==> config.mk <==
export PLATFORM = sky130hd
export DESIGN_NAME = mxac_ctrl_flat
export DESIGN_NICKNAME = d
export VERILOG_FILES = /design/src/hdl/mxac_pkg.sv /design/src/hdl/mxac_if.sv /design/src/hdl/mxac_ctrl.sv /design/src/flat_wrapper.sv
export SDC_FILE = /design/constraint.sdc
export NUM_CORES = 1
export LEC_CHECK = 0
export ABC_AREA = 1
export BUFFER_PORTS_ARGS = -buffer_cell sky130_fd_sc_hd__buf_2
export CAP_MARGIN = 5
export CORE_AREA = 2 2 153 155
export DETAILED_ROUTE_END_ITERATION = 16
export DIE_AREA = 0 0 155 157
export GPL_TIMING_DRIVEN = 0
export MAX_ROUTING_LAYER = met4
export PLACE_DENSITY = 0.85
export SLEW_MARGIN = 40
export SYNTH_ARGS = -nofsm -noshare
export SYNTH_HDL_FRONTEND = slang
export SYNTH_SLANG_ARGS = --single-unit
==> constraint.sdc <==
create_clock -name clk -period 6.1 [get_ports clk]
set_input_delay 0.61 -clock clk [delete_from_list [all_inputs] [get_ports clk]]
set_output_delay 0.61 -clock clk [all_outputs]
set_load 0.005 [all_outputs]
==> src/hdl/mxac_pkg.sv <==
// package: commands, mode-register layout, timing counts and address-half mapping
package mxac_pkg;
  localparam int ADDR_W = 20;
  localparam int BANK_W = 4;
  localparam int NBANK = 16;
  localparam int MR_W = 18;
  localparam int MR0_MUX_BIT = 9;
  localparam int MR1_MULTI_BIT = 8;
  localparam int MR1_BL_LSB = 3;
  localparam int MR1_TERM_LSB = 0;
  localparam int TERM_W = 3;
  localparam logic [1:0] BL_2 = 2'h0;
  localparam logic [1:0] BL_4 = 2'h1;
  localparam logic [1:0] BL_8 = 2'h2;
  localparam logic [1:0] SEL_MR0 = 2'h0;
  localparam logic [1:0] SEL_MR1 = 2'h1;
  localparam logic [1:0] SEL_MR2 = 2'h2;
  localparam logic [MR_W-1:0] MR_USED_MASK = 18'h00fff;
  localparam logic [MR_W-1:0] MR_RESET = 18'h00000;
  localparam logic [ADDR_W-1:0] AX_OWN_MASK = 20'h66739;
  localparam int MAX_REF_BANKS = 4;
  localparam int CNT_W = 10;
  localparam int MODE_WRITE_GAP_CYC = 12;
  localparam int STABLE_NOP_CYC = 512;
  localparam int ROW_CYCLE_CYC = 8;
  localparam int FOUR_BANK_WINDOW_CYC = 8;
  // ball pairs that trade places about the centre column
  localparam int MIR_N = 9;
  localparam int MIR_A [MIR_N] = '{9, 4, 3, 18, 8, 10, 12, 17, 13};
  localparam int MIR_B [MIR_N] = '{7, 2, 1, 15, 6, 19, 14, 16, 11};

  typedef enum logic [4:0] {
    MXAC_NOP = 5'h01,
    MXAC_READ = 5'h02,
    MXAC_WRITE = 5'h04,
    MXAC_AUTO_REFRESH_CMD = 5'h08,
    MXAC_MRS = 5'h10
  } mxac_cmd_type;

  // an involution: the same call maps balls to functions and back
  function automatic logic [ADDR_W-1:0] mxac_mirror_addr(input logic [ADDR_W-1:0] a);
    logic [ADDR_W-1:0] r;
    r = a;
    for (int i = 0; i < MIR_N; i++) begin
      r[MIR_A[i]] = a[MIR_B[i]];
      r[MIR_B[i]] = a[MIR_A[i]];
    end
    return r;
  endfunction

  function automatic logic [BANK_W-1:0] mxac_mirror_ba(input logic [BANK_W-1:0] b);
    return {b[2], b[3], b[0], b[1]};
  endfunction

  function automatic logic [NBANK-1:0] mxac_bank_onehot(input logic [BANK_W-1:0] b);
    logic [NBANK-1:0] r;
    r = '0;
    r[b] = 1'b1;
    return r;
  endfunction

  function automatic logic mxac_a18_dropped(input logic x36, input logic [1:0] bl);
    return x36 ? (bl != BL_2) : (bl == BL_8);
  endfunction

  function automatic logic [ADDR_W-1:0] mxac_split_ax(input logic [ADDR_W-1:0] a,
                                                     input logic x36, input logic [1:0] bl);
    logic [ADDR_W-1:0] x;
    x = a & AX_OWN_MASK;
    if (mxac_a18_dropped(x36, bl)) x[18] = 1'b0;
    return x;
  endfunction

  function automatic logic [ADDR_W-1:0] mxac_split_ay(input logic [ADDR_W-1:0] a,
                                                     input logic x36, input logic [1:0] bl);
    logic [ADDR_W-1:0] y;
    y = '0;
    y[3] = a[1];
    y[4] = a[2];
    y[8] = a[6];
    y[9] = a[7];
    y[13] = a[11];
    y[14] = a[12];
    y[17] = a[16];
    y[18] = a[15];
    if (!x36 && bl == BL_2) y[10] = a[19];
    return y;
  endfunction

  function automatic logic [ADDR_W-1:0] mxac_merge(input logic [ADDR_W-1:0] x,
                                                  input logic [ADDR_W-1:0] y,
                                                  input logic x36, input logic [1:0] bl);
    logic [ADDR_W-1:0] m;
    m = mxac_split_ax(x, x36, bl);
    m[1] = y[3];
    m[2] = y[4];
    m[6] = y[8];
    m[7] = y[9];
    m[11] = y[13];
    m[12] = y[14];
    m[16] = y[17];
    m[15] = y[18];
    if (!x36 && bl == BL_2) m[19] = y[10];
    return m;
  endfunction
endpackage

==> src/hdl/mxac_if.sv <==
// interface: command, address and strap balls between controller and memory
`timescale 1ns/10ps
interface mxac_if;
  logic cs_n;
  logic we_n;
  logic ref_n;
  logic [mxac_pkg::ADDR_W-1:0] addr;
  logic [mxac_pkg::BANK_W-1:0] ba;
  logic mirror_strap;
  modport ctrl(output cs_n, we_n, ref_n, addr, ba, mirror_strap);
  modport device(input cs_n, we_n, ref_n, addr, ba, mirror_strap);
endinterface

==> src/hdl/mxac_ctrl.sv <==
// controller end: request acceptance, spacing, address halves and ball drive
`timescale 1ns/10ps
module mxac_ctrl #(
  parameter bit WIDTH_X36 = 1'b0,
  parameter int MODE_WRITE_GAP = mxac_pkg::MODE_WRITE_GAP_CYC,
  parameter int STABLE_NOP = mxac_pkg::STABLE_NOP_CYC,
  parameter int ROW_CYCLE = mxac_pkg::ROW_CYCLE_CYC,
  parameter int FOUR_BANK_WINDOW = mxac_pkg::FOUR_BANK_WINDOW_CYC
) (
  // clock and reset
  input wire logic clk,
  input wire logic nrst,
  // configuration
  input wire logic mirror_cfg,
  // requests
  input wire logic req_valid,
  input wire mxac_pkg::mxac_cmd_type req_kind,
  input wire logic [mxac_pkg::ADDR_W-1:0] req_addr,
  input wire logic [mxac_pkg::BANK_W-1:0] req_bank,
  // answers
  output logic req_ack,
  output logic req_reject,
  output logic mux_mode,
  // balls
  mxac_if.ctrl link
);
  typedef enum logic [1:0] {C_IDLE = 2'b01, C_SECOND = 2'b10} mxac_ctrl_state_type;

  mxac_ctrl_state_type state_q;
  logic [mxac_pkg::ADDR_W-1:0] ay_q, cmd_addr, nx_addr, addr_q;
  logic [mxac_pkg::BANK_W-1:0] nx_ba, ba_q;
  logic [mxac_pkg::MR_W-1:0] mr_val;
  logic [mxac_pkg::NBANK-1:0] target, busy;
  logic [mxac_pkg::CNT_W-1:0] gap_q, gap_load;
  logic [mxac_pkg::CNT_W-1:0] rc_q [mxac_pkg::NBANK];
  logic [4:0] nbanks;
  logic [1:0] sel, bl_q;
  logic mux_q, multi_q, mr0_done_q, mr1_done_q, mirror_q, ack_q, rej_q;
  logic multi, is_mrs, illegal, bank_busy, can_go, take, refuse;
  logic nx_cs_n, nx_we_n, nx_ref_n, cs_n_q, we_n_q, ref_n_q;

  always_comb begin
    sel = req_bank[1:0];
    is_mrs = req_kind == mxac_pkg::MXAC_MRS;
    multi = req_kind == mxac_pkg::MXAC_AUTO_REFRESH_CMD && multi_q;
    mr_val = req_addr[mxac_pkg::MR_W-1:0] & mxac_pkg::MR_USED_MASK;
    if (sel == mxac_pkg::SEL_MR0 && mux_q) mr_val[mxac_pkg::MR0_MUX_BIT] = 1'b1;
    cmd_addr = is_mrs ? {{(mxac_pkg::ADDR_W - mxac_pkg::MR_W){1'b0}}, mr_val} : req_addr;
    case (req_kind)
      mxac_pkg::MXAC_READ, mxac_pkg::MXAC_WRITE: target = mxac_pkg::mxac_bank_onehot(req_bank);
      mxac_pkg::MXAC_AUTO_REFRESH_CMD: target = multi ? req_addr[mxac_pkg::NBANK-1:0]
                                          : mxac_pkg::mxac_bank_onehot(req_bank);
      default: target = '0;
    endcase
    nbanks = '0;
    for (int i = 0; i < mxac_pkg::NBANK; i++) nbanks = nbanks + 5'(target[i]);
    illegal = req_kind == mxac_pkg::MXAC_NOP ||
              (is_mrs && sel == 2'h3) ||
              (is_mrs && sel == mxac_pkg::SEL_MR1 && !mr0_done_q) ||
              (is_mrs && sel == mxac_pkg::SEL_MR2 && !mr1_done_q) ||
              (is_mrs && sel == mxac_pkg::SEL_MR1 && WIDTH_X36 && mux_q &&
               mr_val[mxac_pkg::MR1_BL_LSB +: 2] == mxac_pkg::BL_8) ||
              (multi && (nbanks == 5'h00 || nbanks > 5'(mxac_pkg::MAX_REF_BANKS)));
    bank_busy = |(target & busy);
    // one request per ack or reject: the cycle in which an answer shows never takes
    can_go = req_valid && state_q == C_IDLE && gap_q == '0 && !ack_q && !rej_q;
    take = can_go && !illegal && !bank_busy;
    refuse = can_go && illegal;
    gap_load = '0;
    if (is_mrs && sel == mxac_pkg::SEL_MR0) begin
      gap_load = mxac_pkg::CNT_W'(MODE_WRITE_GAP);
    end else if (is_mrs && sel == mxac_pkg::SEL_MR1) begin
      gap_load = mxac_pkg::CNT_W'(STABLE_NOP);
    end else if (multi && nbanks > 5'h02) begin
      gap_load = mxac_pkg::CNT_W'(FOUR_BANK_WINDOW);
    end
  end

  // next ball values, before mirroring
  always_comb begin
    nx_cs_n = 1'b1;
    nx_we_n = 1'b1;
    nx_ref_n = 1'b1;
    nx_addr = '0;
    nx_ba = '0;
    case (state_q)
      C_IDLE: begin
        if (take) begin
          nx_cs_n = 1'b0;
          nx_we_n = !(req_kind == mxac_pkg::MXAC_WRITE || is_mrs);
          nx_ref_n = !(req_kind == mxac_pkg::MXAC_AUTO_REFRESH_CMD || is_mrs);
          nx_addr = mux_q ? mxac_pkg::mxac_split_ax(cmd_addr, WIDTH_X36, bl_q) : cmd_addr;
          nx_ba = (is_mrs && mux_q) ? {2'h0, sel} : req_bank;
        end
      end
      C_SECOND: begin
        nx_addr = ay_q;
      end
      default: nx_cs_n = 1'b1;
    endcase
  end

  always_ff @(posedge clk) begin
    if (!nrst) begin
      state_q <= C_IDLE;
      ay_q <= '0;
    end else begin
      case (state_q)
        C_IDLE: begin
          // bank refresh needs only the first edge, so it stays single-cycle
          if (take && mux_q && (req_kind != mxac_pkg::MXAC_AUTO_REFRESH_CMD || multi)) begin
            state_q <= C_SECOND;
            ay_q <= mxac_pkg::mxac_split_ay(cmd_addr, WIDTH_X36, bl_q);
          end
        end
        C_SECOND: state_q <= C_IDLE;
        default: state_q <= C_IDLE;
      endcase
    end
  end

  // ball registers; strap and swap come from one flop, but the swap changes one edge after the strap
  always_ff @(posedge clk) begin
    if (!nrst) begin
      mirror_q <= 1'b0;
      cs_n_q <= 1'b1;
      we_n_q <= 1'b1;
      ref_n_q <= 1'b1;
      addr_q <= '0;
      ba_q <= '0;
    end else begin
      mirror_q <= mirror_cfg;
      cs_n_q <= nx_cs_n;
      we_n_q <= mirror_q ? nx_ref_n : nx_we_n;
      ref_n_q <= mirror_q ? nx_we_n : nx_ref_n;
      addr_q <= mirror_q ? mxac_pkg::mxac_mirror_addr(nx_addr) : nx_addr;
      ba_q <= mirror_q ? mxac_pkg::mxac_mirror_ba(nx_ba) : nx_ba;
    end
  end

  // mode shadow: what the memory will hold once each write completes
  always_ff @(posedge clk) begin
    if (!nrst) begin
      mux_q <= 1'b0;
      multi_q <= 1'b0;
      bl_q <= mxac_pkg::BL_2;
      mr0_done_q <= 1'b0;
      mr1_done_q <= 1'b0;
    end else if (take && is_mrs) begin
      case (sel)
        mxac_pkg::SEL_MR0: begin
          mux_q <= mr_val[mxac_pkg::MR0_MUX_BIT];
          mr0_done_q <= 1'b1;
          mr1_done_q <= 1'b0;
        end
        mxac_pkg::SEL_MR1: begin
          multi_q <= mr_val[mxac_pkg::MR1_MULTI_BIT];
          bl_q <= mr_val[mxac_pkg::MR1_BL_LSB +: 2];
          mr1_done_q <= 1'b1;
        end
        default: mr1_done_q <= mr1_done_q;
      endcase
    end
  end

  // global gap: mode-write spacing and multibank spacing
  always_ff @(posedge clk) begin
    if (!nrst) gap_q <= '0;
    else if (take) gap_q <= gap_load;
    else if (gap_q != '0) gap_q <= gap_q - 1'b1;
  end

  // per-bank row cycle, counted from the first-half edge
  for (genvar b = 0; b < mxac_pkg::NBANK; b++) begin : g_rc
    always_ff @(posedge clk) begin
      if (!nrst) rc_q[b] <= '0;
      else if (take && target[b]) rc_q[b] <= mxac_pkg::CNT_W'(ROW_CYCLE);
      else if (rc_q[b] != '0) rc_q[b] <= rc_q[b] - 1'b1;
    end
    assign busy[b] = rc_q[b] != '0;
  end

  always_ff @(posedge clk) begin
    if (!nrst) begin
      ack_q <= 1'b0;
      rej_q <= 1'b0;
    end else begin
      ack_q <= take;
      rej_q <= refuse;
    end
  end

  assign req_ack = ack_q;
  assign req_reject = rej_q;
  assign mux_mode = mux_q;
  assign link.cs_n = cs_n_q;
  assign link.we_n = we_n_q;
  assign link.ref_n = ref_n_q;
  assign link.addr = addr_q;
  assign link.ba = ba_q;
  assign link.mirror_strap = mirror_q;
endmodule // mxac_ctrl

==> src/flat_wrapper.sv <==
// flat-port wrapper written by rule: the top's interface ports become plain ports
module mxac_ctrl_flat 
#(
  parameter bit WIDTH_X36 = 1'b0,
  parameter int MODE_WRITE_GAP = mxac_pkg::MODE_WRITE_GAP_CYC,
  parameter int STABLE_NOP = mxac_pkg::STABLE_NOP_CYC,
  parameter int ROW_CYCLE = mxac_pkg::ROW_CYCLE_CYC,
  parameter int FOUR_BANK_WINDOW = mxac_pkg::FOUR_BANK_WINDOW_CYC
)
  (clk, nrst, mirror_cfg, req_valid, req_kind, req_addr, req_bank, req_ack, req_reject, mux_mode, link_cs_n, link_we_n, link_ref_n, link_addr, link_ba, link_mirror_strap);
  mxac_if link_i ();
  input wire logic clk;
  input wire logic nrst;
  input wire logic mirror_cfg;
  input wire logic req_valid;
  input wire mxac_pkg::mxac_cmd_type req_kind;
  input wire logic [mxac_pkg::ADDR_W-1:0] req_addr;
  input wire logic [mxac_pkg::BANK_W-1:0] req_bank;
  output logic req_ack;
  output logic req_reject;
  output logic mux_mode;
  output wire logic [$bits(link_i.cs_n)-1:0] link_cs_n;
  output wire logic [$bits(link_i.we_n)-1:0] link_we_n;
  output wire logic [$bits(link_i.ref_n)-1:0] link_ref_n;
  output wire logic [$bits(link_i.addr)-1:0] link_addr;
  output wire logic [$bits(link_i.ba)-1:0] link_ba;
  output wire logic [$bits(link_i.mirror_strap)-1:0] link_mirror_strap;
  assign link_cs_n = link_i.cs_n;
  assign link_we_n = link_i.we_n;
  assign link_ref_n = link_i.ref_n;
  assign link_addr = link_i.addr;
  assign link_ba = link_i.ba;
  assign link_mirror_strap = link_i.mirror_strap;
  mxac_ctrl #(.WIDTH_X36(WIDTH_X36), .MODE_WRITE_GAP(MODE_WRITE_GAP), .STABLE_NOP(STABLE_NOP), .ROW_CYCLE(ROW_CYCLE), .FOUR_BANK_WINDOW(FOUR_BANK_WINDOW)) u_core (.clk(clk), .nrst(nrst), .mirror_cfg(mirror_cfg), .req_valid(req_valid), .req_kind(req_kind), .req_addr(req_addr), .req_bank(req_bank), .req_ack(req_ack), .req_reject(req_reject), .mux_mode(mux_mode), .link(link_i));
endmodule
Word-level counts from Yosys, hierarchy flattened
Memories as Yosys holds them, arrays and structs flattened.
Cells that the tools add are included.
{"block": "totals", "elab_cells": 356, "output_inout_bits": 31, "inputBits": 33, "memories": 1, "mem_bits_rw": 160, "register_bits": 57}
{"memory": "u_core.rc_q", "depth": 16, "word_bits": 10, "read_ports": 16, "rd_clocked_by_memory_dff": 0, "wr": 16, "line_no": "mxac_ctrl.sv:35", "rtl": "logic [mxac_pkg::CNT_W-1:0] rc_q [mxac_pkg::NBANK];"}
{"block": "classes", "n_bitwise": 33, "n_lt_le_gt_ge": 4, "n_reduce_logical": 84, "addsub": 32, "eq_ne": 12, "muxes": 174}
{"operator": "$mux 10", "n": 36}
{"operator": "$reduce_bool 10->1", "n": 17}
{"operator": "$sub 10x1->10 const B", "n": 17}
{"operator": "$mux 1", "n": 124}
{"operator": "$mux 20", "n": 4}
{"operator": "$add 5x1->5", "n": 14}
{"operator": "$pmux 20 s2", "n": 1}
{"operator": "$logic_and 1x1->1", "n": 38}
{"operator": "$or 1x1->1", "n": 32}
{"operator": "$pmux 16 s2", "n": 1}
{"operator": "$mux 4", "n": 5}
{"operator": "$and 16x16->16", "n": 1}
{"operator": "$mux 16", "n": 1}
{"operator": "$reduce_or 16->1", "n": 1}
{"operator": "$logic_not 10->1", "n": 1}
{"operator": "$reduce_and 2->1", "n": 5}
{"operator": "$eq 2x2->1 const B", "n": 4}
{"operator": "$logic_not 1->1", "n": 8}
{"operator": "$logic_or 1x1->1", "n": 8}
{"operator": "$eq 5x1->1 const B", "n": 1}
{"operator": "$eq 5x2->1 const B", "n": 1}
{"operator": "$eq 5x3->1 const B", "n": 1}
{"operator": "$eq 5x4->1 const B", "n": 1}
{"operator": "$eq 5x5->1 const B", "n": 1}
{"operator": "other kinds (13)", "n": 16}

Logic depth before layout (Yosys ltp)
{"block": "logic_depth", "ltp_word": 34, "depth_mapped": 36, "ltp_nobuf": 35}

Worst setup path before layout
Ideal clock, no wire load.
{"block": "synth_timing", "path_kind": "in2reg", "from": "input req_kind[1]", "to": "memory u_core.rc_q[0][0] in the netlist's numbering, enable pin", "setup_time_ns": 0.350, "setup_slack_ns": -0.236, "required_time_ns": 5.750, "cell_stages": 31, "n_path_buf": 1, "arrival_time_ns": 5.986, "path_cell_list": "nor2_4 > nand2_1 > nor2_1 > o21ai_0 > nand2_1 > nand2_1 > inv_1 > ha_1 > inv_1 > fa_1 > inv_1 > fa_1 > fa_1 > fa_1 > fa_1 > fa_1 > nor2_1 > inv_1 > nand3_1 > nand2_1 > nand3_1 > nand2_1 > nand2_1 > nor2_1 > nand3_2 > nor2_4 > nand2_4 > inv_2 > buf_12 > nand2_4 > nand3b_1"}
{"item": "start, declared", "line_no": "flat_wrapper.sv:16", "rtl": "input wire mxac_pkg::mxac_cmd_type req_kind;"}
{"item": "end, declared", "line_no": "mxac_ctrl.sv:35"}

==> metrics.txt <==
Final period util 1.02; n_diodes 0; max_cap viols 0; Detail Placement HPWL 20.6 mm; cells after synthesis 1484; NumNets Final 1690; Avg Cell Area, Syn 8.39 µm²; total power approximately 5.8 mW; WL per Instance 16.1 µm; PD cells ~400 nW/µm²; I/O pins 64; Final ANT Viol Nets 0; Setup crit start kind primary input; Worst Hold Path EP u_core.link.mirror_strap; clk slew on worst S/H paths 0.06 ns; worst rel slew slack 0.409; clock sink count 217; Die Area 24300 µm²; failing checks negative setup slack; Peak supply drop 0.000322 V; Cell variety after synth between 40 and 50; clock buffer depth 3; Synth Area in Compound Gates 0.0658; largest family of logic cells by synthesized area simple AND/OR/NAND/NOR gates; post-synthesis net count 1556; CP delay by family, top adder cells; Initial Util 0.553; dpl ws -0.863 ns; # setup viols final 101; Hold Startpoint mirror_cfg; RePlAce Congestion 1.02; Post-synth EDFFs 160; PortBufs 63; Async S/R FF share, synth 0; Fillers 1613; Inserted Clock Buffers 23; Post-synth top cells nand2_1 (327), nor2_1 (272), inv_1 (173), edfxtp_1 (160), a21oi_1 (94); Crit Path Max Fanout 8; synthesized area 12400 µm²; largest net degree at the start of global routing 15; via/cell ratio between 5 and 6; Hold WC Path Type in -> reg; DRT iter0 DRCs 1128; Leak 6.61 nW; most frequent CP cell nand2_1; core box area 22500 µm²; area grow syn2layout 16.6%; initial antenna violation count 0; final WL 30.9 mm; Die H around 160 µm; Synth Area in Adders 0.0452; max-slew violation count 0; Worst Path Arrival 6.41 ns; chip width 155 µm; post-synthesis sequential area ratio 0.478; final hold vios 0; FF-to-FF path depth 30; Top FF cell, synth edfxtp_1; Vias about 11000; critical path data required time 6.31 ns; Worst path slowest cell fa_1; worst path buffer plus inverter count 8; Synth Area in Simple Gates 0.294; Hold Path Depth 3; proportion of synthesized area in mux cells 0; crit path capture type register; # DRC 0; RR Endpoint u_core.rc_q[0][79]; crit-path max cell delay 0.58 ns; RSZ-0062 raised after global routing true; synth warn 0; CTS tree built; Total Routing Usage GR 0.254; vias in the first global route around 10000; CTS H-tree lvls 1; first-pass GRT wire length between 40 and 50 mm; clk_skew approximately 0.019 ns; Synth area leaders edfxtp_1 (39%), nand2_1 (9.9%), dfxtp_1 (9.2%); most common cell in the synthesized netlist nand2_1; row count 55; Yosys top cell area share 0.386; fraction of layout cells with a size suffix above 1 0.171; Hold-fix buffers, CTS 0; clk_lat worst skew 0.51 ns; post-synth top area cell edfxtp_1; max frequency 161 MHz; xor and xnor area share after synthesis 0.0500; final setup margin -0.0972 ns; worst slew pin tran 0.887 ns; Seq cells post-synth 217; reg-to-reg setup timing slack around 0.04 ns; CP Class in -> reg; worst flop-to-flop path startpoint u_core.multi_q; Pre-Repair DR Iteration Count 7; total congestion overflow 0; Final Critical Period roughly 6.2 ns; clk root buf clkbuf_16; run status finished, violations left
-- cell type report --
class / instances / area (µm²) / share of cell area
clock buffers: 34 / 659 / 0.0454
multi-input cells: 1062 / 5840 / 0.403
plain buffers: 27 / 186 / 0.0128
inverters: 178 / 676 / 0.0466
flip-flops and latches: 217 / 5950 / 0.410
well taps: 285 / 357 / 0.0246
clock inverters: 7 / 83.8 / 0.00578
repair buffers: 109 / 758 / 0.0522
-- worst reg2reg max path, delay by kind of cell, from the launching register on --
family	cells	cell delay, ns
fa+ha+maj	7	3.26
simple gates	14	1.24
buf+inv	8	0.81
flops	1	0.36
compound gates	1	0.07
-- cells by family after synthesis --
logic type                 after synthesis
xor gates and xnor gates                71
and+or+nand+nor                        802
AOI/OAI and AO/OA                      150
adders and majority gates               39
DFF                                    217
buffers and inverters                  205
-- flip-flops by register name, indices dropped and copies added, names as in the netlist --
name,cells
u_core.rc_q,160
u_core.req_ack,1
u_core.bl_q,2
u_core.req_reject,1
u_core.link.ba,4
u_core.link.we_n,1
u_core.mr0_done_q,1
u_core.link.cs_n,1
u_core.ay_q,9
u_core.link.ref_n,1
u_core.gap_q,10
u_core.link.mirror_strap,1
u_core.multi_q,1
u_core.link.addr,20
u_core.mux_mode,1
u_core.state_q,2
u_core.mr1_done_q,1
-- metal layers --
layer  global-route usage  part of all wire  vias to the layer above
li1                     -                 -                     5109
met1                0.301              0.39                     4997
met2                0.442              0.49                      516
met3               0.0328             0.072                      141
met4               0.0983             0.046                        0
met5                    -                 0                        -
-- cells in the final DEF, fill, tap and decap left out, drive strengths merged --
| cell type | netlist | layout |
|---|---|---|
| nand2 | 337 | 337 |
| nor2 | 279 | 279 |
| inv | 176 | 176 |
| edfxtp | 160 | 160 |
| buf | 16 | 123 |
| a21oi | 106 | 106 |
| nand3 | 86 | 86 |
| dfxtp | 57 | 57 |
| clkbuf | 11 | 47 |
| xnor2 | 41 | 41 |
| o21ai | 38 | 38 |
| or2 | 32 | 32 |
| xor2 | 30 | 30 |
| ha | 29 | 29 |
| nand4 | 27 | 27 |
| nor3 | 20 | 20 |
| nand3b | 11 | 11 |
| fa | 10 | 10 |
| clkinv | 2 | 7 |
| nor4 | 5 | 5 |
| or3 | 2 | 2 |
| bufinv | 0 | 2 |
| o22ai | 1 | 1 |
| nor3b | 1 | 1 |
| and2 | 1 | 1 |
| o31a | 1 | 1 |
| or3b | 1 | 1 |
| a211o | 1 | 1 |
| a211oi | 1 | 1 |
| a31oi | 1 | 1 |
| a21o | 1 | 1 |
-- how the worst max path moves through the flow --
| stage | depth (start not counted) | from | endpoint |
|---|---|---|---|
| floorplan | 31 | req_kind[0] | u_core.rc_q[0][0] |
| global placement | 32 | req_kind[0] | u_core.rc_q[0][70] |
| detailed placement | 33 | req_kind[0] | u_core.rc_q[0][77] |
| CTS | 32 | req_kind[1] | u_core.rc_q[0][70] |
| global route | 33 | req_kind[4] | u_core.rc_q[0][79] |
| finish | 33 | req_kind[4] | u_core.rc_q[0][79] |
-- through the flow --
stage                util  hold slack, ns  cells  TNS (ns)  cell area (µm²)
floorplan               -           0.431   1484         0            12500
global placement    0.583           0.446   1832   -128.31            13100
detailed placement  0.583           0.451   1832   -167.35            13100
CTS                 0.629           0.320   1895         0            14100
global route        0.645           0.335   1919     -9.90            14500
finish              0.645           0.335   1919     -2.95            14500
-- repair_timing --
action	in CTS	in global routing
setup buffers	22	22
cloned	0	2
pin swaps	4	6
setup endpoints to repair	180	262
gates resized for setup	17	44
-- power by group --
part | total [mW] | switching [mW] | internal (mW) | leakage (nW)
Clock | 1.39 | 0.563 | 0.831 | 0.368
Combinational | 2.08 | 1.24 | 0.838 | 3.96
Sequential | 2.33 | 0.248 | 2.08 | 2.28
Power figures use the tool's default switching activity.
